File: config.mk
export PLATFORM = sky130hd
export DESIGN_NAME = rsf_frame_gen
export DESIGN_NICKNAME = d
export VERILOG_FILES = /design/src/common/rsf_pkg.sv /design/src/rtl/rsf_frame_gen.sv
export SDC_FILE = /design/constraint.sdc
export NUM_CORES = 1
export LEC_CHECK = 0
export BUFFER_PORTS_ARGS = -buffer_cell sky130_fd_sc_hd__buf_2
export CORE_MARGIN = 2
export CORE_UTILIZATION = 45
export CTS_CLUSTER_SIZE = 25
export DETAILED_ROUTE_END_ITERATION = 12
export PLACE_DENSITY = 0.72
export SYNTH_ARGS = -nofsm -noshare
export SYNTH_HDL_FRONTEND = slang
export SYNTH_SLANG_ARGS = --single-unit
File: constraint.sdc
create_clock -name ref_clk -period 27 [get_ports ref_clk]
set_input_delay 2.7 -clock ref_clk [delete_from_list [all_inputs] [get_ports ref_clk]]
set_output_delay 2.7 -clock ref_clk [all_outputs]
set_load 0.02 [all_outputs]
File: src/common/rsf_pkg.sv
/*
  Constants, field positions and enumerations for the radio science
  frame generator. Assumes a 30 MHz reference and a 10 Msample/s input.
*/
// What this block does
// - start frames on first strobe after power-on
// - one frame every 1.024 s until off
// - frames are 5082 whole bytes
// - 1250 I/Q pairs of 16 bits each
// - first byte is sync value 183
// - fourth byte holds selection in bits 6:4
// - nonzero selection swaps input for test pattern
// - 000 feeds converter, 111 feeds zeros
// - 001 gives two 128 samples per frame
// - square waves of 256 at three rates
// - 100 and 101 give pseudo-random samples
// - square each sample into 40-bit sum
// - sum cleared per frame, ten snapshots stored
// - snapshot every 102.4 ms, first at start
// - full-frame sum leads the next frame
// - multi-byte values MSB first, interleaved
// - ten 24-bit time tags per frame
// - selection set by command, used next frame
// - tag zero after start, never frame-cleared
// - I and Q are signed two's complement
// - aux bytes at 7,10,.. repeat every 508
`default_nettype none
package rsf_pkg;
  localparam int unsigned SAMPLE_W        = 16;
  localparam int unsigned RAD_W           = 40;
  localparam int unsigned TAG_W           = 24;
  localparam int unsigned CNT_W           = 24;
  localparam int unsigned SAMPLE_RATE_HZ  = 10_000_000;
  localparam logic [1:0]  SAMPLE_DIV_LAST = 2'h2;
  localparam int unsigned FRAME_TIME_US   = 1_024_000;
  localparam int unsigned SNAPS_PER_FRAME = 10;
  localparam int unsigned SNAP_TIME_US    = FRAME_TIME_US / SNAPS_PER_FRAME;
  localparam int unsigned PAIRS_PER_SNAP  = 125;
  localparam int unsigned SNAP_SAMPLES    = SNAP_TIME_US * (SAMPLE_RATE_HZ / 1_000_000);
  localparam int unsigned PAIR_SAMPLES_DEF = SNAP_SAMPLES / PAIRS_PER_SNAP;
  localparam logic [10:0] PAIR_LAST       = 11'h04e1;
  localparam logic [6:0]  PIS_LAST        = 7'h7c;
  localparam logic [8:0]  GROUP_LAST      = 9'h1fb;
  localparam logic [8:0]  AUX_SPAN        = 9'h01e;
  localparam logic [8:0]  RAD_FIRST_OFF   = 9'h006;
  localparam logic [3:0]  LAST_GRP        = 4'ha;
  localparam logic [8:0]  LAST_OFF        = 9'h001;
  localparam logic [3:0]  AUX_K_ID        = 4'h0;
  localparam logic [3:0]  AUX_K_STATUS    = 4'h1;
  localparam logic [3:0]  AUX_K_RAD0      = 4'h2;
  localparam logic [7:0]  SYNC_BYTE       = 8'hb7;
  localparam int unsigned STATUS_SEL_LSB  = 4;
  localparam logic [15:0] IMPULSE_VAL     = 16'h0080;
  localparam logic [23:0] IMPULSE_LEN     = 24'h00_0002;
  localparam logic [15:0] SQ_POS          = 16'h0100;
  localparam logic [15:0] SQ_NEG          = 16'hff00;
  localparam logic [15:0] PRN_POS         = 16'h0001;
  localparam logic [15:0] PRN_NEG         = 16'hffff;
  localparam int unsigned SQ_LO_BIT       = 13;
  localparam int unsigned SQ_MID_BIT      = 8;
  localparam int unsigned SQ_HI_BIT       = 6;
  localparam logic [15:0] PRN_SEED        = 16'hace1;
  localparam logic [15:0] PRN_TAPS        = 16'hb400;
  typedef enum logic [2:0] {
    SEL_ADC      = 3'b000,
    SEL_IMPULSE  = 3'b001,
    SEL_SQ_LO    = 3'b010,
    SEL_SQ_MID   = 3'b011,
    SEL_PRN_UNIT = 3'b100,
    SEL_PRN_FULL = 3'b101,
    SEL_SQ_HI    = 3'b110,
    SEL_ZERO     = 3'b111
  } rsf_sel_t;
  typedef enum logic [1:0] {
    ST_IDLE  = 2'b00,
    ST_ARMED = 2'b01,
    ST_RUN   = 2'b10
  } rsf_state_t;
endpackage : rsf_pkg
`default_nettype wire

File: src/rtl/rsf_frame_gen.sv
/*
  Frame generator: test pattern source, radiometer, time tags and the
  interleaved byte stream. Assumes power_on and src_sel come from logic
  on ref_clk; second_strobe and adc_data are pins and get synchronised.
*/
`timescale 1ns/1ns
`default_nettype none
module rsf_frame_gen #(
  parameter int unsigned PAIR_SAMPLES = rsf_pkg::PAIR_SAMPLES_DEF
) (
  input  wire logic        ref_clk,
  input  wire logic        arst_n,
  input  wire logic        power_on,
  input  wire logic [2:0]  src_sel,
  input  wire logic        second_strobe,
  input  wire logic [15:0] adc_data,
  output logic             out_valid,
  output logic [7:0]       out_data,
  output logic             out_first,
  output logic             out_last,
  output logic             running
);
  localparam logic [23:0] SAMP_LAST = 24'(PAIR_SAMPLES - 1);

  // one galois step of the pattern generator
  function automatic logic [15:0] prn_step(input logic [15:0] v);
    prn_step = v[0] ? ((v >> 1) ^ rsf_pkg::PRN_TAPS) : (v >> 1);
  endfunction : prn_step

  logic                  strb_s1_r, strb_s2_r, strb_s3_r;
  logic [15:0]           adc_s1_r, adc_s2_r;
  logic [1:0]            div_r, div_nxt;
  rsf_pkg::rsf_state_t   st_r, st_nxt;
  rsf_pkg::rsf_sel_t     sel_r, sel_nxt;
  rsf_pkg::rsf_sel_t     cur_sel;
  logic [23:0]           samp_r, samp_nxt;
  logic [10:0]           pair_r, pair_nxt;
  logic [6:0]            pis_r, pis_nxt;
  logic [13:0]           wave_r, wave_nxt, wave_v;
  logic [15:0]           lfsr_r, lfsr_nxt, lfsr_v;
  logic [15:0]           smp;
  logic signed [31:0]    smp_sx;
  logic [15:0]           prev_r, prev_nxt;
  logic [39:0]           sq40;
  logic [39:0]           acc_r, acc_nxt;
  logic [39:0]           rad_r, rad_nxt;
  logic [23:0]           tag_r, tag_nxt;
  logic [23:0]           tsnap_r, tsnap_nxt;
  logic [15:0]           pi_r, pi_nxt;
  logic [15:0]           pq_r, pq_nxt;
  logic                  ena, fs, snap, cap;
  logic                  strobe_rise;
  logic                  em_r, em_nxt;
  logic [3:0]            grp_r, grp_nxt;
  logic [8:0]            off_r, off_nxt;
  logic [1:0]            tri_r, tri_nxt;
  logic [3:0]            k_r, k_nxt;
  logic [1:0]            iqb_r, iqb_nxt;
  logic                  pv_r, pv_nxt;
  logic                  aux, adv;
  logic [7:0]            byte_v;
  logic                  ov_r, ov_nxt;
  logic [7:0]            od_r, od_nxt;
  logic                  of_r, of_nxt;
  logic                  ol_r, ol_nxt;

  // two-stage synchronisers for the pins; s3 only feeds edge detect
  always_ff @(posedge ref_clk or negedge arst_n) begin
    if (!arst_n) begin
      strb_s1_r <= 1'b0;
      strb_s2_r <= 1'b0;
      strb_s3_r <= 1'b0;
      adc_s1_r  <= 16'h0000;
      adc_s2_r  <= 16'h0000;
    end else begin
      strb_s1_r <= second_strobe;
      strb_s2_r <= strb_s1_r;
      strb_s3_r <= strb_s2_r;
      adc_s1_r  <= adc_data;
      adc_s2_r  <= adc_s1_r;
    end
  end

  assign strobe_rise = strb_s2_r & ~strb_s3_r;

  // control: wait for the strobe after power-on, then run until off
  always_comb begin
    st_nxt  = st_r;
    div_nxt = (div_r == rsf_pkg::SAMPLE_DIV_LAST) ? 2'h0 : div_r + 2'h1;
    unique case (st_r)
      rsf_pkg::ST_IDLE:  if (power_on) st_nxt = rsf_pkg::ST_ARMED;
      rsf_pkg::ST_ARMED: if (!power_on) st_nxt = rsf_pkg::ST_IDLE;
                         else if (strobe_rise) st_nxt = rsf_pkg::ST_RUN;
      rsf_pkg::ST_RUN:   if (!power_on) st_nxt = rsf_pkg::ST_IDLE;
      default:           st_nxt = rsf_pkg::ST_IDLE;
    endcase
  end

  always_ff @(posedge ref_clk or negedge arst_n) begin
    if (!arst_n) begin
      st_r  <= rsf_pkg::ST_IDLE;
      div_r <= 2'h0;
    end else begin
      st_r  <= st_nxt;
      div_r <= div_nxt;
    end
  end

  // sample timing: pairs, snapshots and frames counted in enables
  assign ena  = (st_r == rsf_pkg::ST_RUN) && (div_r == 2'h0);
  assign cap  = ena && (samp_r == 24'h00_0000);
  assign fs   = cap && (pair_r == 11'h000);
  assign snap = cap && (pis_r == 7'h00);
  assign cur_sel = fs ? rsf_pkg::rsf_sel_t'(src_sel) : sel_r;
  assign wave_v  = fs ? 14'h0000 : wave_r;
  assign lfsr_v  = fs ? rsf_pkg::PRN_SEED : lfsr_r;

  // input selection: converter or a deterministic pattern
  always_comb begin
    unique case (cur_sel)
      rsf_pkg::SEL_ADC:      smp = adc_s2_r;
      rsf_pkg::SEL_IMPULSE:  smp = (pair_r == 11'h000 && samp_r < rsf_pkg::IMPULSE_LEN)
                                   ? rsf_pkg::IMPULSE_VAL : 16'h0000;
      rsf_pkg::SEL_SQ_LO:    smp = wave_v[rsf_pkg::SQ_LO_BIT] ? rsf_pkg::SQ_NEG
                                   : rsf_pkg::SQ_POS;
      rsf_pkg::SEL_SQ_MID:   smp = wave_v[rsf_pkg::SQ_MID_BIT] ? rsf_pkg::SQ_NEG
                                   : rsf_pkg::SQ_POS;
      rsf_pkg::SEL_PRN_UNIT: smp = lfsr_v[0] ? rsf_pkg::PRN_POS : rsf_pkg::PRN_NEG;
      rsf_pkg::SEL_PRN_FULL: smp = lfsr_v;
      rsf_pkg::SEL_SQ_HI:    smp = wave_v[rsf_pkg::SQ_HI_BIT] ? rsf_pkg::SQ_NEG
                                   : rsf_pkg::SQ_POS;
      rsf_pkg::SEL_ZERO:     smp = 16'h0000;
    endcase
  end

  assign smp_sx = 32'($signed(smp)); // widen first so the square keeps all 31 bits
  assign sq40   = {8'h00, smp_sx * smp_sx};

  // counters, radiometer, tags and the captured pair
  always_comb begin
    samp_nxt  = samp_r;
    pair_nxt  = pair_r;
    pis_nxt   = pis_r;
    wave_nxt  = wave_r;
    lfsr_nxt  = lfsr_r;
    prev_nxt  = prev_r;
    acc_nxt   = acc_r;
    rad_nxt   = rad_r;
    tag_nxt   = tag_r;
    tsnap_nxt = tsnap_r;
    pi_nxt    = pi_r;
    pq_nxt    = pq_r;
    sel_nxt   = cur_sel;
    if (st_r != rsf_pkg::ST_RUN) begin
      samp_nxt = 24'h00_0000;
      pair_nxt = 11'h000;
      pis_nxt  = 7'h00;
      acc_nxt  = 40'h00_0000_0000;
      tag_nxt  = 24'h00_0000;
      sel_nxt  = sel_r;
    end else if (ena) begin
      samp_nxt = (samp_r == SAMP_LAST) ? 24'h00_0000 : samp_r + 24'h00_0001;
      if (samp_r == SAMP_LAST) begin
        pair_nxt = (pair_r == rsf_pkg::PAIR_LAST) ? 11'h000 : pair_r + 11'h001;
        pis_nxt  = (pis_r == rsf_pkg::PIS_LAST) ? 7'h00 : pis_r + 7'h01;
      end
      wave_nxt = wave_v + 14'h0001;
      lfsr_nxt = prn_step(lfsr_v);
      prev_nxt = smp;
      acc_nxt  = fs ? sq40 : acc_r + sq40;
      if (snap) begin
        rad_nxt   = acc_r;
        tsnap_nxt = tag_r;
        tag_nxt   = tag_r + 24'h00_0001;
      end
      if (cap) begin
        pi_nxt = smp;
        pq_nxt = prev_r;
      end
    end
  end

  always_ff @(posedge ref_clk or negedge arst_n) begin
    if (!arst_n) begin
      samp_r  <= 24'h00_0000;
      pair_r  <= 11'h000;
      pis_r   <= 7'h00;
      wave_r  <= 14'h0000;
      lfsr_r  <= rsf_pkg::PRN_SEED;
      prev_r  <= 16'h0000;
      acc_r   <= 40'h00_0000_0000;
      rad_r   <= 40'h00_0000_0000;
      tag_r   <= 24'h00_0000;
      tsnap_r <= 24'h00_0000;
      pi_r    <= 16'h0000;
      pq_r    <= 16'h0000;
      sel_r   <= rsf_pkg::SEL_ADC;
    end else begin
      samp_r  <= samp_nxt;
      pair_r  <= pair_nxt;
      pis_r   <= pis_nxt;
      wave_r  <= wave_nxt;
      lfsr_r  <= lfsr_nxt;
      prev_r  <= prev_nxt;
      acc_r   <= acc_nxt;
      rad_r   <= rad_nxt;
      tag_r   <= tag_nxt;
      tsnap_r <= tsnap_nxt;
      pi_r    <= pi_nxt;
      pq_r    <= pq_nxt;
      sel_r   <= sel_nxt;
    end
  end

  // aux byte slots: every third byte of the first 30 of groups 0-9, from offset 6 in groups 1-9
  assign aux = (tri_r == 2'h0) && (off_r < rsf_pkg::AUX_SPAN) && (grp_r < rsf_pkg::LAST_GRP)
               && ((grp_r == 4'h0) || (off_r >= rsf_pkg::RAD_FIRST_OFF));
  assign adv = em_r && (aux || pv_r);

  // byte value for the current slot
  always_comb begin
    byte_v = 8'h00;
    if (aux) begin
      unique case (k_r)
        rsf_pkg::AUX_K_ID:     byte_v = rsf_pkg::SYNC_BYTE;
        rsf_pkg::AUX_K_STATUS: byte_v = 8'({sel_r, 4'h0});
        4'h2:    byte_v = rad_r[39:32];
        4'h3:    byte_v = rad_r[31:24];
        4'h4:    byte_v = rad_r[23:16];
        4'h5:    byte_v = rad_r[15:8];
        4'h6:    byte_v = rad_r[7:0];
        4'h7:    byte_v = tsnap_r[23:16];
        4'h8:    byte_v = tsnap_r[15:8];
        4'h9:    byte_v = tsnap_r[7:0];
        default: byte_v = 8'h00;
      endcase
    end else begin
      unique case (iqb_r)
        2'h0: byte_v = pi_r[15:8];
        2'h1: byte_v = pi_r[7:0];
        2'h2: byte_v = pq_r[15:8];
        2'h3: byte_v = pq_r[7:0];
      endcase
    end
  end

  // emitter: walks the frame positions, stalls for the next pair
  always_comb begin
    em_nxt  = em_r;
    grp_nxt = grp_r;
    off_nxt = off_r;
    tri_nxt = tri_r;
    k_nxt   = k_r;
    iqb_nxt = iqb_r;
    pv_nxt  = pv_r;
    ov_nxt  = 1'b0;
    od_nxt  = od_r;
    of_nxt  = 1'b0;
    ol_nxt  = 1'b0;
    if (adv) begin
      ov_nxt  = 1'b1;
      od_nxt  = byte_v;
      of_nxt  = (grp_r == 4'h0) && (off_r == 9'h000);
      tri_nxt = (tri_r == 2'h2) ? 2'h0 : tri_r + 2'h1;
      if (aux) begin
        k_nxt = k_r + 4'h1;
      end else begin
        iqb_nxt = iqb_r + 2'h1;
        if (iqb_r == 2'h3) pv_nxt = 1'b0;
      end
      if (off_r == rsf_pkg::GROUP_LAST) begin
        off_nxt = 9'h000;
        tri_nxt = 2'h0;
        grp_nxt = grp_r + 4'h1;
        k_nxt   = rsf_pkg::AUX_K_RAD0;
      end else begin
        off_nxt = off_r + 9'h001;
      end
      if (grp_r == rsf_pkg::LAST_GRP && off_r == rsf_pkg::LAST_OFF) begin
        em_nxt = 1'b0;
        ol_nxt = 1'b1;
      end
    end
    if (cap) pv_nxt = 1'b1; // a new pair wins over the consume
    if (fs) begin
      em_nxt  = 1'b1;
      grp_nxt = 4'h0;
      off_nxt = 9'h000;
      tri_nxt = 2'h0;
      k_nxt   = rsf_pkg::AUX_K_ID;
      iqb_nxt = 2'h0;
    end
    if (st_r != rsf_pkg::ST_RUN) begin
      em_nxt = 1'b0;
      pv_nxt = 1'b0;
      ov_nxt = 1'b0;
      of_nxt = 1'b0;
      ol_nxt = 1'b0;
    end
  end

  always_ff @(posedge ref_clk or negedge arst_n) begin
    if (!arst_n) begin
      em_r  <= 1'b0;
      grp_r <= 4'h0;
      off_r <= 9'h000;
      tri_r <= 2'h0;
      k_r   <= 4'h0;
      iqb_r <= 2'h0;
      pv_r  <= 1'b0;
      ov_r  <= 1'b0;
      od_r  <= 8'h00;
      of_r  <= 1'b0;
      ol_r  <= 1'b0;
    end else begin
      em_r  <= em_nxt;
      grp_r <= grp_nxt;
      off_r <= off_nxt;
      tri_r <= tri_nxt;
      k_r   <= k_nxt;
      iqb_r <= iqb_nxt;
      pv_r  <= pv_nxt;
      ov_r  <= ov_nxt;
      od_r  <= od_nxt;
      of_r  <= of_nxt;
      ol_r  <= ol_nxt;
    end
  end

  // outputs straight from flip-flops, running decoded from the state register
  assign out_valid = ov_r;
  assign out_data  = od_r;
  assign out_first = of_r;
  assign out_last  = ol_r;
  assign running   = (st_r == rsf_pkg::ST_RUN);
endmodule : rsf_frame_gen
`default_nettype wire

==> results of run 1 <==
cell usage after synthesis (7+ instances only):
master,count,share of area (%)
buf_2,26,0.52
dfrtp_1,316,32
ha_1,135,6.7
nand4_1,29,0.72
o21ai_0,177,3.5
a222oi_1,14,0.56
nor3_1,28,0.56
nand3_1,56,1.1
xor2_1,61,2.1
clkbuf_1,71,1.1
and2_1,9,0.22
o22ai_1,9,0.22
nor4_1,7,0.17
o21ai_1,9,0.18
nand2_1,316,4.7
nor2b_1,17,0.42
a221o_1,7,0.28
inv_2,7,0.10
a22oi_1,14,0.42
buf_1,9,0.13
o21ai_2,9,0.31
o41ai_1,8,0.28
inv_1,340,5.1
nor2_1,244,3.7
and3_1,27,0.67
mux2_2,82,3.7
a31oi_1,20,0.50
a22o_1,9,0.31
o21a_1,11,0.33
a21o_1,21,0.63
o21bai_1,9,0.27
dfstp_2,8,0.84
mux2i_1,11,0.44
o211ai_1,7,0.21
a21oi_1,105,2.1
a211oi_1,15,0.45
o31ai_1,19,0.57
nand2b_1,8,0.20
xnor2_1,61,2.1
fa_1,239,19
or2_2,10,0.25
worst max-delay path: cells and delay by family:
| kind | cells | cell delay [ns] |
|---|---|---|
| simple gates | 8 | 1.72 |
| fa+ha+maj | 8 | 3.80 |
| buf+inv | 5 | 0.76 |
| xor+xnor | 1 | 0.09 |
| compound gates | 14 | 3.73 |
cell families (layout without fill, tap and decap cells):
group	after synthesis	count (layout)	share of synthesized area, %
muxes	93	93	4.12
and+or+nand+nor	779	779	13.8
buffers and inverters	457	471	7.03
DFF	324	324	32.4
other	0	2	0
adders and majority gates	374	374	25.8
AOI/OAI and AO/OA	503	503	12.6
xor gates and xnor gates	122	122	4.26
report_power, final:
group          leakage (nW)  internal [mW]  switching (mW)
registers              4.28          0.527          0.0369
logic                  8.17          0.746            1.21
clock network         0.594          0.294           0.214
layout make-up:
type	count	area, µm²
antenna	2	5.00
clock buffer	47	1000
clock inverter	17	208
fill	5043	27900
inverter	348	1310
multi-input combinational	1871	15200
sequential	324	8120
tap	748	936
timing repair buffer	59	368
metal layers:
metal,up-vias,part of all wire (%)
li1,8759,-
met1,9608,43
met2,545,48
met3,139,6.4
met4,0,3.5
met5,-,0
flip-flops by register name, summed over array words and instances, names as in the netlist, 3 cells and up:
register and cells:
acc_r 40, tsnap_r 24, rad_r 40, wave_r 14, k_r 4, pair_r 11, tag_r 24, adc_s1_r 16
pis_r 7, grp_r 4, pi_r 16, pq_r 16, out_data 8, adc_s2_r 16, samp_r 24, off_r 9
lfsr_r 16, prev_r 16, sel_r 3
worst paths after layout:
path / startpoint / endpoint / slack, ns / cells after the start
max: src_sel[2] / acc_r[33] / 14.64 / 36
min: strb_s1_r / strb_s2_r / 0.35 / 0
max reg2reg: samp_r[13] / acc_r[33] / 14.65 / 40
min reg2reg: strb_s1_r / strb_s2_r / 0.35 / 0
max in group asynchronous: arst_n / samp_r[9] / 23.24 / 2
min in group asynchronous: arst_n / off_r[4] / 2.18 / 1
per-stage QoR:
stage,hold slack [ns],area [µm²],power [mW]
final,0.347,27200,3.03
after global routing,0.361,27200,3.32
after CTS,0.347,27200,3.04
after detailed placement,0.335,25900,2.52
after global placement,0.332,25900,2.47
after floorplan,0.331,25100,2.08
==> out/results.txt, run 1 <==
The run finished with clean final reports. The buffer cell driving the clock tree root was clkbuf_16. In this run, post-CTS hold repair placed 0 buffers. Once the clock tree was built, the resizer swapped 0 gates to a different size. In this run the horizontal extent of the chip is 240 µm. For this run, the number of Yosys warnings is 0. Leaving out fill and tap cells, the most frequent cells in the layout are 340 x inv_1, 316 x dfrtp_1, 315 x nand2_1.

Derived from the worst setup path, the maximum achievable clock frequency is 80.9 MHz. The average instance in the mapped netlist occupies 9.46 µm². The logs give 76 for the distinct cell type count after synthesis and 3037 for the number of nets in the finished design. The clock reaches the later pin of the worst-skew pair after 0.57 ns. The area growth from synthesis to layout is 8.31%.

Global routing consumed, on the met3 layer, 4.10% of the routing resources. For the setup skew after layout, the log shows 0.0157 ns. After detailed routing, the number of remaining DRC violations is 0. In this run the tightest slew margin relative to its limit is 20.5%. The register bit count reported by yosys was 324; the final wirelength was 61200 µm.

The predominant post-synthesis flop cell is dfrtp_1. The wire-length estimate of the detail-placed layout is 46300 µm. Final-report hold violation count: 0. The peak per-stage delay on the critical path was 0.85 ns. For this design the ratio of total power to cell area is 112 nW/µm². VDD sags by at most 0.0944 mV. The overall overflow remaining after global route was 0; the per-cell routed wire length was 17.9 µm. The busiest layer in global routing was met2. For the number of global-route vias before repair, the log shows 19.3k. Clock tree synthesis found a total of 324 sinks. Entering global routing, the biggest net connects 103 pins. In this run the worst path has a maximum fanout of 19. The number of enable-type register cells in the synthesized netlist was 0. Once detail routing completed, the nets flagged for antenna violations numbered 0. Routability-driven placement finished with a final weighted congestion of 1.00. The first global-routing pass estimated 99600 µm of wire. For the combined global-route utilization of all metal layers, the log shows 21.8%.

The number of post-CTS setup repair buffers came out at 0. After clock tree synthesis, the clock-pin slew on the worst setup and hold paths is 0.06 ns. For this run, global-route usage on met2 was measured as 35.3%.

The standby leakage power was 13.0 nW. The worst setup path is launched from an input port. Once placement completed, the tool counted placed cells totaling 3350. Global routing consumed, on the met1 layer, 29.2% of the routing resources. The routed layout has 19.1k vias. The post-route netlist has 9.41% of its cells at a drive strength greater than 1.

Adding up every negative setup slack in the final design gives 0 ns. Max-cap violations in this run came to 0. The region available for standard cell placement spans 55100 µm². The setup violation total in the final timing report was 0. In this design, the critical path's most frequently occurring cell is fa_1.

The post-synthesis async set-or-reset flop share is 100%. The initial antenna violation count is 2, and the number of DRC violations after detailed-routing iteration 0 is 1369. Post-place setup slack: 14.32 ns.

Synthesis produced a netlist whose cell count is 2652. The first detailed-routing pass ran for 5 iterations. In the routed layout, each cell is associated on average with a via count of 5.58. The deepest clock path buffer count is 3. The total standard cell area after synthesis was 25100 µm².

Sort of element at the end of the critical path: a register. At the pin with the least slew margin, the transition time is 1.19 ns. The number of cell rows is 86. 35 I/O pins were placed. TritonCTS built the clock tree. The worst min-delay path class is reg -> reg. The run gives 2 as the H-tree depth reported by CTS. The number of slew-limit violations in the final report is 0. The number of clock buffers added by TritonCTS is 36. Measured along the y axis, the die boundary spans 240 µm. The tools report the worst endpoint data arrival time as 12.82 ns. In this run the tool buffered the top-level ports with 34 buffer cells. After layout, the minimum clock period comes to 12.36 ns. Setup repair after global routing left no endpoint under its margin. Dividing the final minimum period by the clock period gives 45.8%. The share of the Yosys chip area taken by registers is 32.4%. The worst path meets setup with 14.64 ns of slack. Cells fill 49.3% of the core in the end.

The largest individual stage delay along the critical path comes from the cell o21ai_1. Synthesis produced a netlist with a net count of 3049. The commonest non-fill, non-tap cell in the layout is inv_1. Final cell count without fillers: 3416. The die covers 57600 µm².

STA puts the critical path data required time at 27.46 ns. The worst setup path is of the in -> reg kind. The initial utilization of the core area, before any placement, comes to 45.5%.
Power figures use the tool's default switching activity.
==> inputs of run 2 (changes only) <==
Clock period 27 ns to 11.7 ns, I/O delays scaled along.
==> out/results.txt, run 2 (synthesis results as in run 1) <==
The first routing iteration left 1436 violations. The sequential share of power came out at 18.4%. For this run, the total global-route usage over all layers was measured as 21.7%. The clock passes through at most 3 buffers. The later pin in the worst-skew pair is clocked with a latency of 0.57 ns. Cell type of the slowest stage on the worst timing path: o21a_1. The peak ir drop on the vdd network is 0.201 mV. The sort of element at the end of the critical path is a register. Die footprint: 57600 µm². The number of violations of the max-capacitance limit was 0; the area inside the core boundary was 55100 µm². The highest net fanout along the worst path came out at 24. TritonCTS built the clock tree.

The library cells used most frequently in the layout, excluding fill and tap cells, are 340 x inv_1, 316 x dfrtp_1, 315 x nand2_1. STA puts the critical path data arrival time at 11.54 ns. In this run the remaining antenna-violating nets after routing total 0. For the final database, setup skew stands at 0.0246 ns. The placed instances occupy a cell area of 26000 µm². The number of slew-limit violations in the final report was 0; the clock slew seen by the registers of the worst setup and hold paths was 0.07 ns. The tools report the initial antenna violation count as 2.

After detailed routing, the average wire length per cell comes to 17.9 µm. The overall overflow remaining after global route was 0. The repair_antennas step left the layout with diodes totalling 0.

The maximum clock frequency is 90.1 MHz. After detailed routing, the total wire length is 61500 µm. The largest registers in the layout are acc_r (40), rad_r (40).

Clock tree synthesis inserted a total of 36 buffers. CTS placed an instance of clkbuf_16 at the clock tree root. The power consumption came out at 7.08 mW. The analysis attributes to cell leakage a power of 13.1 nW. At the end of routability-driven placement, the weighted congestion stood at 0.994.

The total number of vias was 19.3k. The horizontal die dimension is 240 µm. The share of layout cells above drive strength 1 was 10.1%. Worst slew margin relative to its limit: 15.3%. On the final layout, the worst hold slack is 0.336 ns.

For the H-tree depth reported by CTS, the log shows 2. Using the TritonRoute via totals, the vias-per-cell ratio works out to 5.62. In this run the worst hold path is classified as reg -> reg. Number of nets in the finished design: 3055.

In this design, the stage delay of the slowest critical-path cell is 0.60 ns. The analysis attributes to net switching a power of 3.45 mW. The logs give 27300 µm² for the post-route cell area and 0 for the hold-fix buffer count after cts. Number of cell rows: 86. For this design, the sink count on the clock tree is 324.

For this configuration, the core starts out at a cell density of 45.5%. The number of global-route vias before repair was 19.5k. The flow ran to the end, and the final reports show no timing, DRC or antenna violations. The number of detailed-route iterations in the first pass is 7, and the switching share of total power is 48.7%.

The final-report hold violation count is 0, and the minimum period implied by the final worst setup slack is 11.10 ns. The post-detailed-route DRC marker count came out at 0. The vertical die dimension was 240 µm. The commonest non-fill, non-tap cell in the layout is inv_1.

At the worst endpoint, the required time is 12.14 ns. The first global-routing pass estimated 100000 µm of wire. The area growth from synthesis to layout was 8.99%.

Internal power comes to 3.63 mW. Actual transition at the worst max-transition pin: 1.27 ns. Part of the cycle the worst path needs: 94.9%.

35 I/O pins were placed. In this run the power density over the cells is 259 nW/µm². STA classifies the critical path startpoint as a register. The tools report the maximum number of pins on one net before global-route repair as 122. The number of fill cells was 4951. The count of buffers added on input and output ports is 34. After legalization and detailed placement, the total HPWL measured 46300 µm. The critical setup path kind was reg -> reg. The setup violation total in the final timing report came out at 0. In this run, the combinational gates consume 65.4% of the power.

The clock network accounts for 16.1% of the total power.
==> run 2: final timing paths <==
kind | to | start | slack (ns) | cells after the start
worst max-delay path | acc_r[33] | div_r[1] | 0.60 | 39
worst min-delay path | adc_s2_r[7] | adc_s1_r[7] | 0.34 | 0
worst max register to register | acc_r[33] | div_r[1] | 0.60 | 39
worst min register to register | adc_s2_r[7] | adc_s1_r[7] | 0.34 | 0
max in group asynchronous | wave_r[10] | arst_n | 8.60 | 3
min in group asynchronous | off_r[7] | arst_n | 0.66 | 1
==> run 2: repair_timing <==
item                                   4_1_cts  5_1_grt
endpoints found under the hold margin        0        0
buffers inserted                             0       11
setup endpoints to repair                    0       16
resized for setup                            0       11
==> run 2: final cells by class <==
type                            instances  area [µm²]  share of cell area [%]
Sequential cell                       324        8120                    29.7
Multi-Input combinational cell       1871       15300                    55.9
Clock buffer                           48        1030                    3.76
Clock inverter                         12         155                   0.568
Timing Repair Buffer                   77         503                    1.84
Tap cell                              748         936                    3.42
Inverter                              348        1310                    4.78
==> run 2: per-stage QoR <==
step | TNS [ns] | util, % | setup WS [ns] | instances
floorplan | 0 | - | 1.81 | 2652
global placement | 0 | 47.2 | 0.498 | 3357
detailed placement | 0 | 47.2 | 0.147 | 3357
CTS | 0 | 49.3 | 0.113 | 3417
global route | -0.163 | 49.6 | -0.0903 | 3428
finish | 0 | 49.6 | 0.602 | 3428
==> run 2: power groups by stage <==
stage | Sequential (mW) | Combinational, mW | Clock, mW
after floorplan | 1.29 | 3.50 | 0
after global placement | 1.32 | 4.41 | 0
after detailed placement | 1.32 | 4.55 | 0
after CTS | 1.30 | 4.59 | 1.17
after global routing | 1.31 | 5.21 | 1.21
final | 1.30 | 4.63 | 1.14
==> run 2: critical path, delay by kind of cell, from the launching register on <==
kind | cells | cell delay (ns)
xor+xnor | 1 | 0.08
fa+ha+maj | 8 | 3.84
buf+inv | 5 | 0.72
simple gates | 10 | 2.11
flops | 1 | 0.37
compound gates | 15 | 3.84
==> run 2: metal layers <==
metal  global-route usage (%)  wire length [µm]  vias up
met5                        0                27        -
met1                     28.2             25400     9654
met3                     3.79              4040      143
li1                         -                 -     8805
met2                     35.9             29500      644
met4                     9.11              2530        4
